### config.mk
export PLATFORM = sky130hd
export DESIGN_NAME = smri_top
export DESIGN_NICKNAME = d
export VERILOG_FILES = /design/src/smri_pkg.sv /design/src/smri_sync.sv /design/src/smri_fifo.sv /design/src/smri_top.sv
export VERILOG_INCLUDE_DIRS = /design/src /design/src/src
export SDC_FILE = /design/constraint.sdc
export NUM_CORES = 1
export LEC_CHECK = 0
export BUFFER_PORTS_ARGS = -buffer_cell sky130_fd_sc_hd__buf_2
export CORE_ASPECT_RATIO = 1.5
export CORE_MARGIN = 1
export CORE_UTILIZATION = 59
export DETAILED_ROUTE_END_ITERATION = 6
export GPL_TIMING_DRIVEN = 0
export HOLD_SLACK_MARGIN = 0.05
export PLACE_DENSITY = 0.89
export SETUP_SLACK_MARGIN = 0.15
export SYNTH_ARGS = -nofsm -noshare
export SYNTH_HDL_FRONTEND = slang
export SYNTH_SLANG_ARGS = --single-unit
### constraint.sdc
create_clock -name clk -period 3 [get_ports clk]
set_input_delay 0 -clock clk [delete_from_list [all_inputs] [get_ports clk]]
set_output_delay 0 -clock clk [all_outputs]
set_load 0.02 [all_outputs]
### src/smri_cfg.svh
// Purpose: offsets, field positions, reset values and timing counts of the spi register block
// Assumes: 16-bit register words at internal addresses 0 to 5
// Notes:   included by bare name from the top module only
`ifndef SMRI_CFG_SVH
`define SMRI_CFG_SVH

`define SMRI_ADDR_RX        3'h0
`define SMRI_ADDR_TX        3'h1
`define SMRI_ADDR_STATUS    3'h2
`define SMRI_ADDR_CTRL      3'h3
`define SMRI_ADDR_RSVD      3'h4
`define SMRI_ADDR_MASK      3'h5

`define SMRI_BIT_ROE        3
`define SMRI_BIT_TOE        4
`define SMRI_BIT_EMPTY      5
`define SMRI_BIT_TRDY       6
`define SMRI_BIT_RRDY       7
`define SMRI_BIT_ERR        8
`define SMRI_BIT_SSO        10

`define SMRI_DATA_W         8
`define SMRI_FIFO_DEPTH     8
`define SMRI_IS_MASTER      1'b1

`define SMRI_CTRL_RESET     16'h0000
`define SMRI_MASK_RESET     16'h0000

`define SMRI_CLK_PERIOD_NS  40
`define SMRI_SCLK_PERIOD_NS 320
`define SMRI_HALF_CYCLES    (((`SMRI_SCLK_PERIOD_NS / 2) / `SMRI_CLK_PERIOD_NS) < 1 ? 1 : \
                             ((`SMRI_SCLK_PERIOD_NS / 2) / `SMRI_CLK_PERIOD_NS))

`endif

### src/smri_pkg.sv
// Purpose: shared types of the spi register block
// Assumes: constants live in smri_cfg.svh
// Notes:   nothing is imported; users write smri_pkg::name
package smri_pkg;

   typedef struct packed {
      logic        wr;
      logic        rd;
      logic [2:0]  addr;
      logic [15:0] wdata;
   } smri_bus_req_t;

   typedef enum logic [1:0] {
      SMRI_IDLE  = 2'b01,
      SMRI_SHIFT = 2'b10
   } smri_state_t;

endpackage

### src/smri_sync.sv
// Purpose: two flip-flop synchroniser for pin inputs
// Assumes: inputs are levels from outside the clk domain
// Notes:   first stage is read only by the second
`timescale 1ns/1ns
`default_nettype none
module smri_sync #(
   parameter int W = 1
) (
   input  wire logic         clk,
   input  wire logic         arst_n,
   input  wire logic [W-1:0] din,
   output logic      [W-1:0] dout
);
   logic [W-1:0] stage1;

   always_ff @(posedge clk or negedge arst_n) begin
      if (!arst_n) begin
         stage1 <= '0;
         dout   <= '0;
      end else begin
         stage1 <= din;
         dout   <= stage1;
      end
   end
endmodule
`default_nettype wire

### src/smri_fifo.sv
// Purpose: small synchronous fifo with valid/ready on both sides
// Assumes: one clock; depth a power of two
// Notes:   full and empty come from pointers with one extra wrap bit
`timescale 1ns/1ns
`default_nettype none
module smri_fifo #(
   parameter int W = 8,
   parameter int D = 8
) (
   input  wire logic         clk,
   input  wire logic         arst_n,
   input  wire logic         in_valid,
   output logic              in_ready,
   input  wire logic [W-1:0] in_data,
   output logic              out_valid,
   input  wire logic         out_ready,
   output logic      [W-1:0] out_data
);
   localparam int AW = $clog2(D);

   logic [W-1:0] mem [D];
   logic [AW:0]  wr_ptr;
   logic [AW:0]  rd_ptr;

   assign out_valid = (wr_ptr != rd_ptr);
   assign in_ready  = (wr_ptr[AW-1:0] != rd_ptr[AW-1:0]) || (wr_ptr[AW] == rd_ptr[AW]);
   assign out_data  = mem[rd_ptr[AW-1:0]];

   always_ff @(posedge clk) begin
      if (in_valid && in_ready) begin
         mem[wr_ptr[AW-1:0]] <= in_data;
      end
   end

   always_ff @(posedge clk or negedge arst_n) begin
      if (!arst_n) begin
         wr_ptr <= '0;
         rd_ptr <= '0;
      end else begin
         if (in_valid && in_ready) begin
            wr_ptr <= wr_ptr + 1'b1;
         end
         if (out_valid && out_ready) begin
            rd_ptr <= rd_ptr + 1'b1;
         end
      end
   end
endmodule
`default_nettype wire

### src/smri_top.sv
// Purpose: register face of an spi master with a small shift engine behind it
// Assumes: single clock clk at 25 MHz; miso is a pin and is synchronised
// Notes:   mode 0, msb first; transmit words queue in an 8-word fifo
`timescale 1ns/1ns
`default_nettype none
`include "smri_cfg.svh"

// Behaviour
// - six 16-bit registers at addresses 0 to 5
// - data words sit in low bits
// - any status write clears both overruns and error, unless a receive overrun lands in the same cycle
// - select override and mask exist in master build
// - undefined bits read zero, writes ignored
// - completed word loads receive register, sets ready
// - reading receive register clears receive ready
// - writes to receive register are ignored
// - every new word loads, read or not
// - load while ready sets receive overrun
// - mask bit k drives select output k
// - status bits three to eight as mapped
// - error flag is OR of both overruns
// - transmit ready drops only while the 8-word fifo is full
// - interrupt when flag and its enable both set
module smri_top (
   input  wire logic                    clk,
   input  wire logic                    arst_n,
   input  wire smri_pkg::smri_bus_req_t bus_req,
   output logic                  [15:0] rd_data,
   output logic                         irq,
   output logic                         sclk,
   output logic                         mosi,
   input  wire logic                    miso,
   output logic                  [15:0] target_sel_n
);
   localparam int N = `SMRI_DATA_W;
   localparam int HW = $clog2(`SMRI_HALF_CYCLES + 1);
   localparam int CW = $clog2(N + 1);

   logic [N-1:0]   receive_word;
   logic [15:0]    interrupt_and_select_control;
   logic [15:0]    target_select_mask;
   logic           roe;
   logic           toe;
   logic           rrdy;
   logic           err_flag;
   logic           trdy;
   logic           shifter_empty_flag;

   logic [HW-1:0]  div_cnt;
   logic           half_tick;
   smri_pkg::smri_state_t state;
   logic [N-1:0]   tx_shift;
   logic [N-1:0]   rx_shift;
   logic [CW-1:0]  bit_cnt;
   logic           rx_done;
   logic [N-1:0]   next_rx_word;
   logic           miso_s;

   logic           fifo_out_valid;
   logic           fifo_out_ready;
   logic [N-1:0]   fifo_out_data;
   logic           tx_push;

   logic           wr_rx;
   logic           wr_tx;
   logic           wr_status;
   logic           wr_ctrl;
   logic           wr_mask;
   logic           rd_rx;

   // bus decode; addresses 4, 6 and 7 take writes with no effect
   assign wr_rx     = bus_req.wr && (bus_req.addr == `SMRI_ADDR_RX);
   assign wr_tx     = bus_req.wr && (bus_req.addr == `SMRI_ADDR_TX);
   assign wr_status = bus_req.wr && (bus_req.addr == `SMRI_ADDR_STATUS);
   assign wr_ctrl   = bus_req.wr && (bus_req.addr == `SMRI_ADDR_CTRL);
   assign wr_mask   = bus_req.wr && (bus_req.addr == `SMRI_ADDR_MASK) && `SMRI_IS_MASTER;
   assign rd_rx     = bus_req.rd && (bus_req.addr == `SMRI_ADDR_RX);

   smri_sync #(
      .W (1)
   ) u_miso_sync (
      .clk    (clk),
      .arst_n (arst_n),
      .din    (miso),
      .dout   (miso_s)
   );

   // a full fifo refuses the word; that refusal is the transmit overrun
   assign tx_push = wr_tx;
   assign fifo_out_ready = (state == smri_pkg::SMRI_IDLE);

   smri_fifo #(
      .W (N),
      .D (`SMRI_FIFO_DEPTH)
   ) u_tx_fifo (
      .clk       (clk),
      .arst_n    (arst_n),
      .in_valid  (tx_push),
      .in_ready  (trdy),
      .in_data   (bus_req.wdata[N-1:0]),
      .out_valid (fifo_out_valid),
      .out_ready (fifo_out_ready),
      .out_data  (fifo_out_data)
   );

   // sclk half-period enable from the divider
   always_ff @(posedge clk or negedge arst_n) begin
      if (!arst_n) begin
         div_cnt <= '0;
      end else if (state != smri_pkg::SMRI_SHIFT || half_tick) begin
         div_cnt <= '0;
      end else begin
         div_cnt <= div_cnt + 1'b1;
      end
   end
   assign half_tick = (state == smri_pkg::SMRI_SHIFT) &&
                      (div_cnt == HW'(`SMRI_HALF_CYCLES - 1));

   // shift engine: sample on rising sclk, change on falling sclk
   always_ff @(posedge clk or negedge arst_n) begin
      if (!arst_n) begin
         state    <= smri_pkg::SMRI_IDLE;
         sclk     <= 1'b0;
         mosi     <= 1'b0;
         tx_shift <= '0;
         rx_shift <= '0;
         bit_cnt  <= '0;
         rx_done  <= 1'b0;
      end else begin
         rx_done <= 1'b0;
         case (state)
            smri_pkg::SMRI_IDLE: begin
               sclk <= 1'b0;
               if (fifo_out_valid) begin
                  tx_shift <= {fifo_out_data[N-2:0], 1'b0};
                  mosi     <= fifo_out_data[N-1];
                  bit_cnt  <= '0;
                  state    <= smri_pkg::SMRI_SHIFT;
               end
            end
            smri_pkg::SMRI_SHIFT: begin
               if (half_tick) begin
                  if (!sclk) begin
                     sclk     <= 1'b1;
                     rx_shift <= {rx_shift[N-2:0], miso_s};
                     bit_cnt  <= bit_cnt + 1'b1;
                  end else begin
                     sclk <= 1'b0;
                     if (bit_cnt == CW'(N)) begin
                        rx_done <= 1'b1;
                        state   <= smri_pkg::SMRI_IDLE;
                     end else begin
                        mosi     <= tx_shift[N-1];
                        tx_shift <= {tx_shift[N-2:0], 1'b0};
                     end
                  end
               end
            end
            default: begin
               state <= smri_pkg::SMRI_IDLE;
               sclk  <= 1'b0;
            end
         endcase
      end
   end

   assign next_rx_word = rx_shift;

   // every finished word loads, read or not
   always_ff @(posedge clk or negedge arst_n) begin
      if (!arst_n) begin
         receive_word <= '0;
      end else if (rx_done) begin
         receive_word <= next_rx_word;
      end
   end

   // receive ready: the new word wins over a read in the same cycle
   always_ff @(posedge clk or negedge arst_n) begin
      if (!arst_n) begin
         rrdy <= 1'b0;
      end else if (rx_done) begin
         rrdy <= 1'b1;
      end else if (rd_rx) begin
         rrdy <= 1'b0;
      end
   end

   // overrun flags; a new event beats a status write in the same cycle
   always_ff @(posedge clk or negedge arst_n) begin
      if (!arst_n) begin
         roe <= 1'b0;
         toe <= 1'b0;
      end else begin
         if (rx_done && rrdy) begin
            roe <= 1'b1;
         end else if (wr_status) begin
            roe <= 1'b0;
         end
         if (wr_tx && !trdy) begin
            toe <= 1'b1;
         end else if (wr_status) begin
            toe <= 1'b0;
         end
      end
   end

   assign err_flag = roe | toe;
   assign shifter_empty_flag = (state == smri_pkg::SMRI_IDLE) && !fifo_out_valid;

   // control and mask; wr_rx deliberately touches nothing
   always_ff @(posedge clk or negedge arst_n) begin
      if (!arst_n) begin
         interrupt_and_select_control <= `SMRI_CTRL_RESET;
         target_select_mask           <= `SMRI_MASK_RESET;
      end else begin
         if (wr_ctrl) begin
            interrupt_and_select_control <= bus_req.wdata & {5'h00, `SMRI_IS_MASTER, 10'h1d8};
         end
         if (wr_mask) begin
            target_select_mask <= bus_req.wdata;
         end
      end
   end

   // select k is low when mask bit k is set and override or a word is active
   always_ff @(posedge clk or negedge arst_n) begin
      if (!arst_n) begin
         target_sel_n <= 16'hffff;
      end else if (interrupt_and_select_control[`SMRI_BIT_SSO] ||
                   state == smri_pkg::SMRI_SHIFT) begin
         target_sel_n <= ~target_select_mask;
      end else begin
         target_sel_n <= 16'hffff;
      end
   end

   // interrupt enables share the bit positions of their status flags
   always_ff @(posedge clk or negedge arst_n) begin
      if (!arst_n) begin
         irq <= 1'b0;
      end else begin
         irq <= (roe      & interrupt_and_select_control[`SMRI_BIT_ROE])  |
                (toe      & interrupt_and_select_control[`SMRI_BIT_TOE])  |
                (trdy     & interrupt_and_select_control[`SMRI_BIT_TRDY]) |
                (rrdy     & interrupt_and_select_control[`SMRI_BIT_RRDY]) |
                (err_flag & interrupt_and_select_control[`SMRI_BIT_ERR]);
      end
   end

   // registered read answer; undefined bits read as zero
   always_ff @(posedge clk or negedge arst_n) begin
      if (!arst_n) begin
         rd_data <= 16'h0000;
      end else if (bus_req.rd) begin
         case (bus_req.addr)
            `SMRI_ADDR_RX:     rd_data <= {{(16-N){1'b0}}, receive_word};
            `SMRI_ADDR_STATUS: rd_data <= {7'h00, err_flag, rrdy, trdy,
                                          shifter_empty_flag, toe, roe, 3'h0};
            `SMRI_ADDR_CTRL:   rd_data <= interrupt_and_select_control;
            `SMRI_ADDR_MASK:   rd_data <= target_select_mask;
            default:           rd_data <= 16'h0000;
         endcase
      end
   end

   a_status_clear: assert property (@(posedge clk) disable iff (!arst_n)
      wr_status && !rx_done && trdy |=> !roe && !toe)
      else $error("status write did not clear overruns");

   a_err_or_read: assert property (@(posedge clk) disable iff (!arst_n)
      bus_req.rd && bus_req.addr == `SMRI_ADDR_STATUS
      |=> rd_data[`SMRI_BIT_ERR] == (rd_data[`SMRI_BIT_ROE] | rd_data[`SMRI_BIT_TOE]))
      else $error("error bit is not or of overruns");

   a_rx_load: assert property (@(posedge clk) disable iff (!arst_n)
      rx_done |=> rrdy && receive_word == $past(rx_shift))
      else $error("finished word not loaded");

   a_rx_overrun: assert property (@(posedge clk) disable iff (!arst_n)
      rx_done && rrdy |=> roe)
      else $error("overrun not flagged");

   a_rx_read_clear: assert property (@(posedge clk) disable iff (!arst_n)
      rd_rx && !rx_done |=> !rrdy)
      else $error("read did not clear receive ready");

   a_rx_write_ignored: assert property (@(posedge clk) disable iff (!arst_n)
      wr_rx && !rx_done |=> $stable(receive_word) && $stable(rrdy) && $stable(roe))
      else $error("write to receive register had effect");

   a_tx_overrun: assert property (@(posedge clk) disable iff (!arst_n)
      wr_tx && !trdy |=> toe)
      else $error("write while full not flagged");

   a_irq_cause: assert property (@(posedge clk) disable iff (!arst_n)
      rrdy && interrupt_and_select_control[`SMRI_BIT_RRDY] |=> irq)
      else $error("interrupt missing for enabled flag");

   a_select_mask: assert property (@(posedge clk) disable iff (!arst_n)
      interrupt_and_select_control[`SMRI_BIT_SSO]
      |=> target_sel_n == ~$past(target_select_mask))
      else $error("select outputs do not follow mask");

endmodule
`default_nettype wire

Word-level counts from Yosys, hierarchy flattened --
Memories as Yosys holds them, arrays and structs flattened. Cells that the tools add are included.
Word-level totals: bits in registers 104, bits in latches 0, bits in writable memories 64, ROM bits 0, input bits 24, memories kept 1
Operators by class: add/subtract/negate cells 4, $mul 0, divide/modulo/power cells 0, order comparisons 0, eq/ne operators 18, shift operators 0, multiplexer cells 36, bitwise logic cells 12, reductions and logical operators 25
Memory list:
- u_tx_fifo.mem | words 8, bits a word 8, rd ports 1, clocked after Yosys merged registers in 0, write ports 1, RTL line smri_fifo.sv:21 | logic [W-1:0] mem [D];
Operators with widths (number):
- case mux 16 bit (4 select lines) | 1
- two-way mux 8 bit | 4
- two-way mux 1 bit | 18
- two-way mux 16 bit | 1
- NOT 16 bit | 1
- case mux 8 bit (2 select lines) | 1
- adder 4 x 1 -> 4 bit, second input constant | 3
- two-way mux 4 bit | 3
- inequality test 2 bit, second input constant | 6
- logical AND 1 bit | 11
- equality test 3 x 2 -> 1 bit, second input constant | 3
- two-way mux 2 bit | 4
- case mux 4 bit (2 select lines) | 1
- AND reduction 4 bit | 2
- nonzero test 2 bit | 4
- AND 1 bit | 5
- OR 1 bit | 5
- AND reduction 5 bit | 1
- equality test 4 bit, second input constant | 1
- inequality test 4 bit | 1
- case mux 2 bit (2 select lines) | 1
- adder 3 x 1 -> 3 bit, second input constant | 1
- equality test 3 x 1 -> 1 bit, second input constant | 1
- equality test 3 bit, second input constant | 1
- 12 further kinds | 15

Longest topological paths before layout --
depth in word-level cells 6, gate-level depth with buffers 8

Hierarchy --
From an unflattened synthesis, not the netlist that was laid out.
Second synthesis, totals: cells, all modules 475, area total of the unflattened synthesis 6996.7 um2
Modules (own cells, without submodules):
- smri_top | times used 1, cells each 320, area each 3928.8 um2, sequential area each 2348.5 um2
- smri_fifo | times used 1, cells each 153, area each 3017.9 um2, sequential area each 2122.0 um2
- smri_sync | times used 1, cells each 2, area each 50.0 um2, sequential area each 50.0 um2

Worst setup path after synthesis --
No wires, ideal clock.
path type flip-flop to flip-flop, start register u_tx_fifo.rd_ptr[0], end memory u_tx_fifo.mem[0][0], enable pin, data arrival time 1853 ps, slack 753 ps, cell stages (with the launch flop) 6, buffers on the path 1, cell sequence dfrtp_1 -> buf_4 -> xnor2_4 -> nand4_1 -> nand3_2 -> nor4_1
Between the ends: longest elaborated chain between the ends 5
Ends and longest elaborated chain:
- from (decl) | RTL line smri_fifo.sv:23 | logic [AW:0] rd_ptr;
- from (signal assigned) | RTL line smri_fifo.sv:44 | rd_ptr <= rd_ptr + 1'b1;
- inequality test 3 bit | RTL line smri_fifo.sv:26 | assign in_ready = (wr_ptr[AW-1:0] != rd_ptr[AW-1:0]) || (wr_ptr[AW] == rd_ptr[AW]);
- logical OR 1 bit | RTL line smri_fifo.sv:26
- logical AND 1 bit | RTL line smri_fifo.sv:30 | if (in_valid && in_ready) begin
- two-way mux 1 bit | RTL line smri_fifo.sv:30
- two-way mux 1 bit (implied by the code) | RTL line smri_fifo.sv:31 | mem[wr_ptr[AW-1:0]] <= in_data;
- to (decl) | RTL line smri_fifo.sv:21
No other way between the ends.

Worst setup path after layout --
start register u_tx_fifo.wr_ptr[1], end memory u_tx_fifo.mem[1][6], enable pin
Between the ends: longest elaborated chain between the ends 5
Ends and longest elaborated chain:
- from (decl) | RTL line smri_fifo.sv:22 | logic [AW:0] wr_ptr;
- from (signal assigned) | RTL line smri_fifo.sv:41 | wr_ptr <= wr_ptr + 1'b1;
- inequality test 3 bit | RTL line smri_fifo.sv:26
- logical OR 1 bit | RTL line smri_fifo.sv:26
- logical AND 1 bit | RTL line smri_fifo.sv:30
- two-way mux 1 bit | RTL line smri_fifo.sv:30
- two-way mux 1 bit (implied by the code) | RTL line smri_fifo.sv:31
Parallel ways exist; a longest one is shown, timed or not.

==> metrics.csv <==
stage,metric,value,unit
outcome,status,completed,
detailed_routing,TritonRoute pass-1 iters,5,
synth,"Cell Area, Synth",6910,um^2
cts,CTS Buf Count,17,
timing,setup_tns,0,ns
detailed_routing,routed len/inst,21.4,um
placed_design,Port Buffer Count,57,
floorplan,io pins,59,
synth,fraction of registers with async set/reset,0.617,
min_path,Hold Crit Depth,4,
synth,most frequent cell after synthesis,dfrtp_1,
grt,Tot GR Track Use,0.283,
worst_setup_path,Worst Path Required,3.03,ns
synth,Mapped Cells,490,
cts,clk buf depth,2,
detailed_routing,Top Metal Used,met4,
synth,syn nets,520,
final_layout,share of cells above drive strength 1,0.302,
worst_setup_path,critical path launch point type,flop,
floorplan,Die H,135,um
detailed_routing,met2 routed WL,8.79,mm
synth,main area contributors after synthesis,"dfrtp_1 31%, edfxtp_1 28%, mux2_2 7.0%, dfstp_2 6.5%, mux2i_1 4.3%",
synth,Post-synth top cells,"86 x dfrtp_1, 64 x edfxtp_1, 43 x mux2_2",
cts,H-tree levels,4,
timing,# setup viols final,0,
worst_setup_path,Setup CP Type,flop to flop,
synth,"Seq/Total Area, Yosys",0.655,
power,combinational share of power,0.288,
min_path,Hold WC Path Type,input pin to flop,
min_path,Hold Crit Start,bus_req[16],
grt,initial antenna violation count,0,
power,sw power,2.36,mW
timing,worst slew pin tran,1.32,ns
worst_setup_path,reg-to-reg startpoint,u_tx_fifo.wr_ptr[1],
worst_setup_path,CP peak stage delay,1.07,ns
power,clock share of power,0.311,
detailed_routing,Residual DRC,0,
placed_design,gpl congestion,0.865,
timing,Hold Fails Final Rpt,0,
power,internal power,4.94,mW
timing,Slew Limit Fails,0,
power,Leakage,3.44,nW
cts,root buf cell,clkbuf_16,
detailed_routing,Initial DRC Count,372,
detailed_routing,Met3 Wirelength,832,um
synth,Yosys top cell area share,0.312,
detailed_routing,vias per cell,6.09,
power,Max rail drop VDD,0.000517,V
worst_setup_path,Reg2Reg Depth,5,
synth,largest area contributor in the netlist,dfrtp_1,
floorplan,die area,12100,um^2
detailed_routing,Routed Wire Length,16.1,mm
worst_setup_path,Critical Path End Type,flop,
floorplan,core area,11500,um^2
final_layout,Antenna Cells,0,
worst_setup_path,Worst R2R End,u_tx_fifo.mem[1][6],
cts,CTS Sinks,167,
grt,largest net degree at the start of global routing,63,
detailed_routing,Metal-1 WL,5.69,mm
detailed_routing,vias,4585,
cts,CTS tree,done,
flow_run,max cap viols,0,
timing,Final Critical Period,2.72,ns
synth,Yosys cell types,51,
final_layout,Final nets,620,
power,total chip power,7.30,mW
final_layout,Area growth syn-to-layout,19.7,%
cts,Worst-Skew Late Latency,0.42,ns
floorplan,row cnt,48,
power,Seq pwr share,0.402,
synth,Post-synth EDFFs,64,
worst_setup_path,worst-path maximum fanout,8,
synth,Synth Warn #,0,
min_path,Hold Path End,roe,
timing,Max-slew headroom,0.116,
timing,final setup skew,0.00852,ns
grt,vias in the first global route,4740,
worst_setup_path,r2r setup slk,0.28,ns
floorplan,Die Width,90.3,um
worst_setup_path,slowest CP cell,nor3_1,
worst_setup_path,Worst EP arrival,2.76,ns
synth,Seq cells post-synth,167,
detailed_routing,post-route antenna net violation count,0,
timing,Tcrit/Tclk final,0.908,
cts,clock transition at the registers of the reported paths,0.06,ns
power,sw frac,0.324,
timing,RSZ-0062 raised after global routing,false,
floorplan,Starting Density,0.602,
grt,grt ovf,0,
cts,Post-CTS Setup Inserts,0,
power,Pwr Density,883,nW/um^2
placed_design,dpl hpwl,10.3,mm
synth,Post-Syn Area per Cell,14.1,um^2
worst_setup_path,"critical path, cell by cell",buf_4 -> xnor2_4 -> nand4_1 -> nand3_2 -> nor3_1,
synth,ys flop type,dfrtp_1,
grt,first-pass GRT wire length,25.4,mm
timing,highest clock rate,367,MHz
-- worst max-delay path by stage --
stage / from / to / slack (ns) / cells after the start
6_report: u_tx_fifo.wr_ptr[1] / u_tx_fifo.mem[1][6] / 0.28 / 5
5_1_grt: u_tx_fifo.wr_ptr[1] / u_tx_fifo.mem[1][6] / 0.16 / 5
4_1_cts: u_tx_fifo.wr_ptr[1] / u_tx_fifo.mem[2][4] / 0.22 / 5
3_5_place_dp: u_tx_fifo.rd_ptr[0] / u_tx_fifo.mem[2][6] / 0.26 / 5
3_3_place_gp: u_tx_fifo.rd_ptr[0] / u_tx_fifo.mem[0][6] / 0.15 / 5
2_1_floorplan: u_tx_fifo.rd_ptr[0] / u_tx_fifo.mem[0][0] / 0.75 / 5
-- metrics by stage --
| stage | instance area, um^2 | utilization | worst slack, ns | instances | hold WS [ns] |
|---|---|---|---|---|---|
| after CTS | 8260 | 0.720 | 0.219 | 752 | 0.0732 |
| after global placement | 7380 | 0.643 | 0.146 | 697 | 0.109 |
| final | 8270 | 0.721 | 0.276 | 753 | 0.0988 |
| after detailed placement | 7420 | 0.647 | 0.258 | 699 | 0.0148 |
| after floorplan | 6910 | - | 0.753 | 490 | -0.296 |
| after global routing | 8270 | 0.721 | 0.163 | 753 | 0.111 |
-- cells in the final DEF, fill, tap and decap left out, drive strengths merged, types with 9 or more instances in the layout --
| cell type | n |
|---|---|
| a22oi | 23 |
| buf | 74 |
| clkbuf | 35 |
| dfrtp | 86 |
| dfstp | 17 |
| dlygate4sd3 | 21 |
| edfxtp | 64 |
| inv | 27 |
| mux2 | 43 |
| mux2i | 30 |
| nand2 | 41 |
| nand2b | 9 |
| nand3 | 14 |
| nor2 | 12 |
| nor3 | 15 |
| o21ai | 11 |
| o22ai | 9 |
| xnor2 | 9 |
-- state kept, by name, summed over array words and instances (netlist names) --
name and count:
rd_data 16, next_rx_word 8, u_tx_fifo.rd_ptr 4, u_tx_fifo.wr_ptr 4
u_miso_sync.dout 1, u_miso_sync.stage1 1, target_sel_n 16, sclk 1
bit_cnt 4, u_tx_fifo.mem 64, receive_word 8, target_select_mask 16
irq 1, mosi 1, rx_done 1, interrupt_and_select_control 6
div_cnt 3, toe 1, roe 1, state 2
rrdy 1, tx_shift 7
-- power by group through the flow --
stage | clock network [mW] | logic (mW) | registers, mW
2_1_floorplan | 0 | 1.36 | 3.02
3_3_place_gp | 0 | 1.92 | 2.93
3_5_place_dp | 0 | 2.02 | 2.96
4_1_cts | 2.28 | 2.07 | 2.92
5_1_grt | 2.38 | 2.24 | 2.95
6_report | 2.27 | 2.10 | 2.93
-- worst max-delay path: cells and delay by family (launching register included) --
family                 cells  cell delay (ns)
AND/OR/NAND/NOR            3             1.54
buffers and inverters      1             0.19
XOR/XNOR                   1             0.17
flip-flops                 1             0.41
-- what timing repair did --
action,4_1_cts,5_1_grt
setup endpoints to repair,0,8
hold buffers,21,0
endpoints found under the hold margin,189,0
gates resized for setup,0,1
-- final cells by class --
class                      instances  area (um^2)
sequential                       167         4520
tap                              150          188
clock inverter                    11          133
multi-input combinational        274         2150
timing repair buffer              81          541
fill                             612         3200
clock buffer                      21          492
buffer                            28          164
inverter                          21         78.8
-- metal layers --
layer | GRT usage | vias up
met5 | 0 | -
met4 | 0.172 | 0
met3 | 0.0546 | 64
met2 | 0.504 | 228
met1 | 0.313 | 2321
li1 | - | 1972
-- logic make-up after synthesis --
group,synth area share
mux,0.120
simple gates,0.0839
compound gates,0.0694
buf+inv,0.0352
fa+ha+maj,0.0109
xor+xnor,0.0259
flops,0.655
Power figures use the tool's default switching activity.
